[src/logic/usb_port_pkg.sv]
// shared constants and types for the root port status and control block
package usb_port_pkg;
  localparam logic [7:0] PORT_SC_ADDR   = 8'h54;
  localparam logic [7:0] CTRL_STAT_ADDR = 8'h04;
  localparam int         CCS_BIT = 0;
  localparam int         CSC_BIT = 1;
  localparam int         PE_BIT  = 2;
  localparam int         PEC_BIT = 3;
  localparam int         OCA_BIT = 4;
  localparam int         OCC_BIT = 5;
  localparam int         FPR_BIT = 6;
  localparam int         SUS_BIT = 7;
  localparam int         PR_BIT  = 8;
  localparam int         PCD_BIT = 2;
  localparam int         CLK_HZ    = 40_000_000;
  localparam int         SETTLE_MS = 2;
  // longest settle time, rounded down to whole cycles
  localparam int         SETTLE_CYC = (CLK_HZ / 1000) * SETTLE_MS;

  typedef enum logic [1:0] {PS_DISABLED, PS_ENABLED, PS_SUSPENDED} port_state_t;
  typedef enum logic [1:0] {SQ_IDLE, SQ_RESET_EXIT, SQ_RESUME_EXIT} seq_t;

  typedef struct packed {
    logic connect;
    logic over_current;
    logic k_state;
  } line_in_t;

  typedef struct packed {
    logic pr;
    logic sus;
    logic fpr;
    logic occ;
    logic oca;
    logic pec;
    logic pe;
    logic csc;
    logic ccs;
  } port_sc_t;

  localparam port_sc_t PORT_SC_RESET = 9'h000;
endpackage

[src/logic/port_status_ctrl.sv]
// root port status and control register with suspend, resume, enable and change flags
//
// Overview of operation
// - suspend writes of zero ignored; cleared on resume end or reset start
// - suspend reads set only once the port truly entered suspend
// - port power off holds suspend, resume, enable and connect fields at zero
// - J-to-K while suspended sets force-resume and port change detect
// - software setting force-resume leaves port change detect alone
// - drive K while force-resume; after clear, return to idle within 2 ms
// - over-current change set on every toggle, cleared by writing one
// - over-current active follows the live over-current condition
// - enable change set only on port error disable at end of frame
// - enable set only by reset sequence with high-speed device
// - enable cleared on disconnect, fault or software, once state changes
// - disabled port blocks downstream data except reset signalling
// - connect change set on every connect status change, cleared by one
// - connect status shows whether a device is attached now
// - register reset only by hardware or host controller reset
// - port state decoded from enable and suspend: 0x, 10, 11
// - suspend blocks downstream data from transaction end, stays resume aware
// - after reset clear, settle within 2 ms and enable if high-speed
//
// Added by the designer: the address-and-strobe port and the address map.
`timescale 1ns/1ps
module port_status_ctrl #(
  parameter int SETTLE_CYC = usb_port_pkg::SETTLE_CYC
) (
  input  wire logic                   clk_sys,         // 40 MHz system clock
  input  wire logic                   rst_n,           // async hardware reset
  input  wire logic                   hc_reset,        // host controller reset
  input  wire logic                   port_power,      // port power on
  input  wire usb_port_pkg::line_in_t line_in,         // raw line side levels
  input  wire logic                   txn_busy,        // transaction in progress
  input  wire logic                   eof2_error,      // port error at frame end
  input  wire logic                   fault,           // other port fault
  input  wire logic                   hs_device,       // high-speed device seen
  input  wire logic [7:0]             addr,            // register byte address
  input  wire logic [31:0]            wdata,           // write data
  input  wire logic                   wr_en,           // write strobe
  input  wire logic                   rd_en,           // read strobe
  output logic [31:0]                 rdata_q,         // read data
  output logic                        drive_k_q,       // drive resume K
  output logic                        bus_reset_q,     // drive bus reset
  output logic                        downstream_en_q, // downstream data allowed
  output usb_port_pkg::port_state_t   port_state_q     // decoded port state
);
  localparam int CW = $clog2(SETTLE_CYC + 1);

  usb_port_pkg::line_in_t    line_meta_q;
  usb_port_pkg::line_in_t    line_q;
  logic                      k_prev_q;
  usb_port_pkg::port_sc_t    sc_q;
  usb_port_pkg::port_sc_t    sc_d;
  logic                      pcd_q;
  logic                      pcd_d;
  logic                      sus_pend_q;
  logic                      sus_pend_d;
  usb_port_pkg::seq_t        seq_q;
  usb_port_pkg::seq_t        seq_d;
  logic [CW-1:0]             cnt_q;
  logic [CW-1:0]             cnt_d;
  logic [31:0]               rdata_d;
  logic                      drive_k_d;
  logic                      bus_reset_d;
  logic                      downstream_en_d;
  usb_port_pkg::port_state_t port_state_d;
  logic                      wr_sc;
  logic                      wr_st;
  logic                      j_to_k;
  logic                      cnt_done;

  // line pins pass two flip-flops
  always_ff @(posedge clk_sys or negedge rst_n) begin
    if (!rst_n) begin
      line_meta_q <= 3'h0;
      line_q      <= 3'h0;
      k_prev_q    <= 1'b0;
    end else begin
      line_meta_q <= line_in;
      line_q      <= line_meta_q;
      k_prev_q    <= line_q.k_state;
    end
  end

  assign wr_sc    = wr_en && (addr == usb_port_pkg::PORT_SC_ADDR);
  assign wr_st    = wr_en && (addr == usb_port_pkg::CTRL_STAT_ADDR);
  assign j_to_k   = line_q.k_state && !k_prev_q;
  assign cnt_done = (cnt_q == CW'(SETTLE_CYC - 1));

  always_comb begin
    sc_d       = sc_q;
    pcd_d      = pcd_q;
    sus_pend_d = sus_pend_q;
    seq_d      = seq_q;
    cnt_d      = cnt_q;
    sc_d.ccs = line_q.connect;
    // set on every change, set wins over clear
    if (line_q.connect != sc_q.ccs) begin
      sc_d.csc = 1'b1;
    end else if (wr_sc && wdata[usb_port_pkg::CSC_BIT]) begin
      sc_d.csc = 1'b0;
    end
    sc_d.oca = line_q.over_current;
    if (line_q.over_current != sc_q.oca) begin
      sc_d.occ = 1'b1;
    end else if (wr_sc && wdata[usb_port_pkg::OCC_BIT]) begin
      sc_d.occ = 1'b0;
    end
    // end of frame port error disables and flags
    if (sc_q.pe && eof2_error) begin
      sc_d.pe  = 1'b0;
      sc_d.pec = 1'b1;
    end else if (wr_sc && wdata[usb_port_pkg::PEC_BIT]) begin
      sc_d.pec = 1'b0;
    end
    // disconnect, fault or software write of zero disables
    if (fault || (sc_q.ccs && !line_q.connect) || (wr_sc && !wdata[usb_port_pkg::PE_BIT])) begin
      sc_d.pe = 1'b0;
    end
    if (wr_st && wdata[usb_port_pkg::PCD_BIT]) begin
      pcd_d = 1'b0;
    end
    // suspend request waits for the bus to go quiet
    if (wr_sc && wdata[usb_port_pkg::SUS_BIT] && !sc_q.sus && sc_q.pe) begin
      sus_pend_d = 1'b1;
    end
    if (sus_pend_q && !txn_busy) begin
      sc_d.sus   = sus_pend_q;
      sus_pend_d = 1'b0;
    end
    // software resume does not touch change detect
    if (wr_sc && wdata[usb_port_pkg::FPR_BIT] && !sc_q.fpr) begin
      sc_d.fpr = 1'b1;
    end
    // remote wake K sets resume and change detect
    if (sc_q.sus && j_to_k) begin
      sc_d.fpr = 1'b1;
      pcd_d    = 1'b1;
    end
    case (seq_q)
      usb_port_pkg::SQ_IDLE: begin
        cnt_d = '0;
        if (wr_sc && !wdata[usb_port_pkg::FPR_BIT] && sc_q.fpr) begin
          seq_d = usb_port_pkg::SQ_RESUME_EXIT;
        end
        if (wr_sc && !wdata[usb_port_pkg::PR_BIT] && sc_q.pr) begin
          seq_d = usb_port_pkg::SQ_RESET_EXIT;
        end
      end
      usb_port_pkg::SQ_RESUME_EXIT: begin
        cnt_d = cnt_q + 1'b1;
        // bit stays one until back at high-speed idle
        if (cnt_done) begin
          sc_d.fpr = 1'b0;
          sc_d.sus = 1'b0;
          seq_d    = usb_port_pkg::SQ_IDLE;
        end
      end
      usb_port_pkg::SQ_RESET_EXIT: begin
        cnt_d = cnt_q + 1'b1;
        if (cnt_done) begin
          sc_d.pr = 1'b0;
          sc_d.pe = hs_device && sc_q.ccs;
          seq_d   = usb_port_pkg::SQ_IDLE;
        end
      end
      default: begin
        seq_d = usb_port_pkg::SQ_IDLE;
        cnt_d = '0;
      end
    endcase
    if (wr_sc && wdata[usb_port_pkg::PR_BIT] && !sc_q.pr) begin
      sc_d.pr    = 1'b1;
      sc_d.sus   = 1'b0;
      sc_d.pe    = 1'b0;
      sus_pend_d = 1'b0;
      seq_d      = usb_port_pkg::SQ_IDLE;
      cnt_d      = '0;
    end
    // power off forces fields to zero
    if (!port_power) begin
      sc_d.sus   = 1'b0;
      sc_d.fpr   = 1'b0;
      sc_d.pe    = 1'b0;
      sc_d.pec   = 1'b0;
      sc_d.csc   = 1'b0;
      sc_d.ccs   = 1'b0;
      sc_d.pr    = 1'b0;
      sus_pend_d = 1'b0;
      seq_d      = usb_port_pkg::SQ_IDLE;
      cnt_d      = '0;
    end
    if (hc_reset) begin
      sc_d       = usb_port_pkg::PORT_SC_RESET;
      pcd_d      = 1'b0;
      sus_pend_d = 1'b0;
      seq_d      = usb_port_pkg::SQ_IDLE;
      cnt_d      = '0;
    end
  end

  always_comb begin
    // state decode from enable and suspend
    if (!sc_d.pe) begin
      port_state_d = usb_port_pkg::PS_DISABLED;
    end else if (sc_d.sus) begin
      port_state_d = usb_port_pkg::PS_SUSPENDED;
    end else begin
      port_state_d = usb_port_pkg::PS_ENABLED;
    end
    // resume K only until the exit starts
    drive_k_d       = sc_d.fpr && (seq_d != usb_port_pkg::SQ_RESUME_EXIT);
    bus_reset_d     = sc_d.pr;
    // disabled or suspended port passes no data
    downstream_en_d = sc_d.pe && !sc_d.sus && !sc_d.pr;
    rdata_d         = 32'h0000_0000;
    if (rd_en) begin
      case (addr)
        usb_port_pkg::PORT_SC_ADDR: begin
          rdata_d = {23'h000000, sc_q};
        end
        usb_port_pkg::CTRL_STAT_ADDR: begin
          rdata_d[usb_port_pkg::PCD_BIT] = pcd_q;
        end
        default: begin
          rdata_d = 32'h0000_0000;
        end
      endcase
    end
  end

  always_ff @(posedge clk_sys or negedge rst_n) begin
    if (!rst_n) begin
      sc_q            <= usb_port_pkg::PORT_SC_RESET;
      pcd_q           <= 1'b0;
      sus_pend_q      <= 1'b0;
      seq_q           <= usb_port_pkg::SQ_IDLE;
      cnt_q           <= '0;
      rdata_q         <= 32'h0000_0000;
      drive_k_q       <= 1'b0;
      bus_reset_q     <= 1'b0;
      downstream_en_q <= 1'b0;
      port_state_q    <= usb_port_pkg::PS_DISABLED;
    end else begin
      sc_q            <= sc_d;
      pcd_q           <= pcd_d;
      sus_pend_q      <= sus_pend_d;
      seq_q           <= seq_d;
      cnt_q           <= cnt_d;
      rdata_q         <= rdata_d;
      drive_k_q       <= drive_k_d;
      bus_reset_q     <= bus_reset_d;
      downstream_en_q <= downstream_en_d;
      port_state_q    <= port_state_d;
    end
  end
endmodule // port_status_ctrl

[config.mk]
export PLATFORM = sky130hd
export DESIGN_NAME = port_status_ctrl
export DESIGN_NICKNAME = d
export VERILOG_FILES = /design/src/logic/usb_port_pkg.sv /design/src/logic/port_status_ctrl.sv
export SDC_FILE = /design/constraint.sdc
export NUM_CORES = 1
export LEC_CHECK = 0
export ABC_CLOCK_PERIOD_IN_PS = 2270
export BUFFER_PORTS_ARGS = -buffer_cell sky130_fd_sc_hd__buf_4
export CAP_MARGIN = 20
export CELL_PAD_IN_SITES_DETAIL_PLACEMENT = 1
export CELL_PAD_IN_SITES_GLOBAL_PLACEMENT = 2
export CORE_UTILIZATION = 30
export DETAILED_ROUTE_END_ITERATION = 16
export PLACE_DENSITY = 0.76
export SETUP_SLACK_MARGIN = 0.2
export SYNTH_ARGS = -nofsm -noshare
export SYNTH_HDL_FRONTEND = slang
export SYNTH_SLANG_ARGS = --single-unit
[constraint.sdc]
create_clock -name clk_sys -period 2.27 [get_ports clk_sys]
set_clock_uncertainty 0.05 [all_clocks]
set_input_delay 0.5675 -clock clk_sys [delete_from_list [all_inputs] [get_ports clk_sys]]
set_output_delay 0.5675 -clock clk_sys [all_outputs]
set_load 0.02 [all_outputs]
# Yosys cells after proc, flatten, opt, wreduce, memory -nomap -nowiden
# Index checks and enable logic that the tools add are counted.
word_totals:
  out_inout_bits: 37
  word_cells: 127
  in_bits: 53
  reg_bits: 73
classes:
  add_sub_neg: 1
  n_mux: 47
  n_eq_ne: 11
  n_reduce_logical: 44
op_table:
  columns: ["operator", "n"]
  rows:
  - ["2-to-1 mux 17 bit", 4]
  - ["logical AND 1 bit", 27]
  - ["2-to-1 mux 1 bit", 24]
  - ["2-to-1 mux 2 bit", 12]
  - ["2-to-1 mux 9 bit", 2]
  - ["adder 17 x 1 -> 17 bit (second input constant)", 1]
  - ["equality test 17 bit (second input constant)", 1]
  - ["logical NOT 1 bit", 11]
  - ["equality test 8 x 3 -> 1 bit (second input constant)", 1]
  - ["equality test 8 x 7 -> 1 bit (second input constant)", 1]
  - ["inequality test 4 x 2 -> 1 bit (second input constant)", 2]
  - ["2-to-1 mux 6 bit", 1]
  - ["nonzero test 3 bit", 2]
  - ["inequality test 5 x 2 -> 1 bit (second input constant)", 1]
  - ["2-to-1 mux 4 bit", 1]
  - ["case mux 2 bit (2 select lines)", 1]
  - ["2-to-1 mux 3 bit", 1]
  - ["equality test 2 x 1 -> 1 bit (second input constant)", 1]
  - ["equality test 2 bit (second input constant)", 1]
  - ["logical NOT 2 bit", 1]
  - ["logical OR 1 bit", 2]
  - ["inequality test 1 bit", 2]
  - ["inequality test 2 bit (second input constant)", 1]
  - ["case mux 1 bit (2 select lines)", 1]
  - ["OR reduction 2 bit", 1]

# Depth between registers and ports, before layout
logic_depth:
  word_depth: 14
  mapped_depth: 8
  mapped_depth_nobuf: 7

# Least setup slack after synthesis
# OpenSTA, ideal clock, no wires.
synth_timing:
  path_kind: "in2reg"
  from: "input port addr[1]"
  to: "register cnt_q[12]"
  setup_time_ps: 119
  required_time_ps: 2101
  setup_slack_ps: 381
  path_stages: 7
  arrival_time_ps: 1720
  path_cell_list: "nor4b_4 -> nand2_4 -> o21ai_4 -> or2_1 -> buf_6 -> buf_8 -> nor2_1"
synth_between:
  elab_chain_cells: 7
synth_lines:
  columns: ["element", "line", "text"]
  rows:
  - ["start, declared", "port_status_ctrl.sv:37", "input wire logic [7:0] addr,"]
  - ["equality test 8 x 7 -> 1 bit", "port_status_ctrl.sv:85", "assign wr_sc = wr_en && (addr == usb_port_pkg::PORT_SC_ADDR);"]
  - ["logical AND 1 bit", "port_status_ctrl.sv:85", null]
  - ["logical AND 1 bit (2 in series)", "port_status_ctrl.sv:172", "if (wr_sc && wdata[usb_port_pkg::PR_BIT] && !sc_q.pr) begin"]
  - ["2-to-1 mux 17 bit", "port_status_ctrl.sv:172", null]
  - ["2-to-1 mux 17 bit", "port_status_ctrl.sv:181", "if (!port_power) begin"]
  - ["2-to-1 mux 17 bit", "port_status_ctrl.sv:193", "if (hc_reset) begin"]
  - ["net cnt_d[12]", "port_status_ctrl.sv:61", "logic [CW-1:0] cnt_d;"]
  - ["end signal, assigned", "port_status_ctrl.sv:249", "cnt_q <= cnt_d;"]
  - ["end, declared", "port_status_ctrl.sv:60", "logic [CW-1:0] cnt_q;"]
# The timed path passes the listed nets, and every way through them passes these cells.
# A chain may end at the register's enable or synchronous reset.

# Worst setup path in the final report
layout_timing:
  from: "register cnt_q[1]"
  to: "register port_state_q[0]"
layout_between:
  elab_chain_cells: 8
  word_cells_on_any_way: 12
layout_lines:
  columns: ["element", "line", "text"]
  rows:
  - ["equality test 17 bit (*)", "port_status_ctrl.sv:88", "assign cnt_done = (cnt_q == CW'(SETTLE_CYC - 1));"]
  - ["2-to-1 mux 2 bit", "port_status_ctrl.sv:153", "if (cnt_done) begin"]
  - ["2-to-1 mux 2 bit", "port_status_ctrl.sv:140", "case (seq_q)"]
  - ["2-to-1 mux 2 bit", "port_status_ctrl.sv:172", null]
  - ["2-to-1 mux 3 bit", "port_status_ctrl.sv:181", null]
  - ["2-to-1 mux 9 bit (*)", "port_status_ctrl.sv:193", null]
  - ["2-to-1 mux 2 bit", "port_status_ctrl.sv:206", "end else if (sc_d.sus) begin"]
  - ["2-to-1 mux 2 bit (*)", "port_status_ctrl.sv:204", "if (!sc_d.pe) begin"]
  - ["net port_state_d[0]", "port_status_ctrl.sv:66", "usb_port_pkg::port_state_t port_state_d;"]
  - ["end signal, assigned", "port_status_ctrl.sv:243", "port_state_q <= usb_port_pkg::PS_DISABLED;"]
  - ["end signal, assigned", "port_status_ctrl.sv:254", "port_state_q <= port_state_d;"]
  - ["end, declared", "port_status_ctrl.sv:45", "output usb_port_pkg::port_state_t port_state_q"]
# The timed path passes the listed nets; every way through them passes the cells marked *.

==> metrics.md <==
| Metric | Value |
|---|---|
| Status | finished, final reports clean |
| Die ar. | 8550 um2 |
| Max-Cap Viols | 0 |
| Largest net degree at the start of global routing | 51 |
| FF-to-FF Start | cnt_q[1] |
| Initial antenna violation count | 0 |
| M1 WL | 2.32 mm |
| Critical Path End Type | register |
| Crit path max fanout | 5 |
| IO buf count | 41 |
| Layout Cells excl Fill | 385 |
| CTS max path bufs | 2 |
| Global-route wire length before repair | 8.87 mm |
| Slew margin rel. | 57.4% |
| Worst setup path category | register to register |
| H-tree levels | 2 |
| Mean Syn Cell Area | 10.6 um2 |
| Clock Latency Late Sink | 0.30 ns |
| Die Height | 92.5 um |
| IO Pins | 90 |
| GPL Wtd Cong | 0.774 |
| Crit path required time | 2.42 ns |
| Total CTS buffers | 5 |
| DPL Wire Length | 3.85 mm |
| Hold WS | 0.232 ns |
| Worst-path clk slew | 0.10 ns |
| Worst reg2reg path endpoint | port_state_q[0] |
| Tot GR Track Use | 13.3% |
| Leakage Power | 1.37 nW |
| Worst setup path start | cnt_q[1] |
| Share of cells above drive strength 1 | 24.0% |
| Via density | 4.44 |
| Largest cells by area after synthesis | dfrtp_1 51%, buf_4 7.0%, nor2_1 4.1% |
| Core Region | 7810 um2 |
| Hold Buf Count CTS | 0 |
| TritonRoute pass-1 iters | 4 |
| Final period util | 84.8% |
| #FFs+latches synth | 50 |
| Final min period | 1.92 ns |
| Dpl cells | 376 |
| Top layer in use | met4 |
| Worst min-delay path class | input port to asynchronous set/reset pin |
| DP Area | 2820 um2 |
| Area growth syn-to-layout | 20.2% |
| Design Area, Final | 2950 um2 |
| Setup crit start kind | register |
| Worst Reg-to-Reg Cells | 6 |
| Dominant cell type by area after synthesis | dfrtp_1 |
| Vias in the first global route | 1,829 |
| Power per Cell Area | 562 nW/um2 |
| FP Rows | 32 |
| Initial Util | 31.5% |
| WL/cell | 13.6 um |
| Via Count | 1,710 |
| Worst VDD drop | 198 uV |
| Final setup fails | 0 |
| Worst endpoint data arrival time | 2.07 ns |
| Syn. warnings | 0 |
| ANT nets after route | 0 |
| Register area share after synthesis | 50.9% |
| Post-synth EDFFs | 0 |
| Unrepaired setup endpoints after global routing | no |
| Root buffer cell | clkbuf_8 |
| Final WL | 5.24 mm |
| Max Freq | 520 MHz |
| Mapped Area | 2460 um2 |
| Worst Tran Pin Value | 0.639 ns |
| Fin nets | 341 |
| Initial DRC Count | 30 |
| Tot Pwr | 0.00166 W |
| Die Wd | 92.5 um |
| Synth top area share | 50.9% |
| Grt total ovfl | 0 |
| DRC errors left | 0 |
| WL met3 | 211 um |
| Max-slew violations | 0 |
| Hold Violations, Final | 0 |
| Synth Instances | 232 |
| Diodes inserted | 0 |
| Sum of negative setup slack | 0 ns |
| R2R Setup Slk | 0.35 ns |
| Metal2 WL | 2.66 mm |
| Post-synth cell types | 44 |
| Ys async rst share | 100% |
| Worst setup endpoint | port_state_q[0] |
| Top_reg_cell synth | dfrtp_1 |
| CTS tree | yes |
| Sink Count | 50 |
## sequential cells by signal (all words and copies together), names as in the netlist
name,flops
sus_pend_q,1
seq_q,2
k_prev_q,1
line_meta_q,3
pcd_q,1
sc_q,9
rdata_q,9
downstream_en_q,1
drive_k_q,1
line_q,3
port_state_q,2
cnt_q,17
## worst max-delay path, cell delays in order, from the launching register on
cell and delay (ns):
dfrtp_1 0.40, ha_2 0.22, and4_4 0.26, and4_4 0.27, nand2_1 0.08, mux2_4 0.33, nor3_1 0.21
## per-stage QoR
stage | utilization, % | setup WS, ns
floorplan | - | 0.381
global placement | 36.2 | 0.114
detailed placement | 36.2 | 0.123
CTS | 37.6 | 0.214
global route | 37.8 | 0.236
finish | 37.8 | 0.346
## worst min path at each step
stage                        start             end  slack (ns)  cells past startpoint
detailed placement  line_meta_q[0]       line_q[0]        0.29                      0
finish                       rst_n  line_meta_q[2]        0.23                      1
floorplan                    rst_n        cnt_q[0]        0.22                      0
global placement    line_meta_q[0]       line_q[0]        0.28                      0
CTS                          rst_n        cnt_q[5]        0.25                      1
global route                 rst_n        cnt_q[2]        0.27                      1
## cells in the mapped netlist, types with 2 or more instances
cell and instances:
and4_1 2, and2_1 11, nor2b_1 7, or3_1 2, nand3b_1 2, nand3_1 6
nor2_1 27, nand4_1 5, buf_4 23, ha_1 6, nor3b_2 2, nand2_1 14
nor4b_1 3, and3_1 2, nor3_1 5, xnor2_1 10, a21oi_1 8, dfrtp_1 50
xor2_1 6, inv_1 13, o21ai_0 4, and4_4 2
## kinds of logic (layout without fill, tap and decap cells)
group                      count (synthesis)  count (layout)  synth area share, %
AOI/OAI and AO/OA                         21              21                 6.06
xor gates and xnor gates                  16              16                 5.71
adders and majority gates                  6               6                 3.06
buffers and inverters                     40              69                 10.4
DFF                                       50              50                 50.9
muxes                                      1               1                0.611
other                                      1              23                0.153
and+or+nand+nor                           97              97                 23.0
## timing repair
action                     4_1_cts  5_1_grt
gates resized for setup          0        2
setup endpoints to repair        0        1
buffers inserted                 0        1
## routing by layer
metal,vias up,global-route usage [%]
li1,820,-
met1,841,16.2
met2,45,24.0
met3,4,2.46
met4,0,3.52
met5,-,0
## cell usage in the layout, fill, tap and decap left out, drive strengths merged, types with 4 or more instances in the layout
| cell | instances |
|---|---|
| dfrtp | 50 |
| buf | 48 |
| nor2 | 27 |
| conb | 23 |
| nand2 | 15 |
| inv | 13 |
| and2 | 11 |
| xnor2 | 10 |
| a21oi | 8 |
| nor2b | 7 |
| nand3 | 6 |
| xor2 | 6 |
| ha | 6 |
| clkbuf | 6 |
| nand4 | 5 |
| nor3 | 5 |
| o21ai | 5 |
| nor4b | 5 |
| and4 | 4 |
## where the power goes
part / switching [W] / internal, W / total (W)
Combinational: 0.0000819 / 0.0000432 / 0.000125
Sequential: 0.00000410 / 0.000900 / 0.000904
Clock: 0.000302 / 0.000329 / 0.000631
## cell type report
cell class                      instances  area [um2]
Clock buffer                            6        72.6
Clock inverter                          2        37.5
Fill cell                             899        4850
Inverter                               13        48.8
Multi-Input combinational cell        164        1040
Sequential cell                        50        1250
Tap cell                              102         128
Timing Repair Buffer                   48         373
Note: power is estimated with default switching activity, not from simulation.
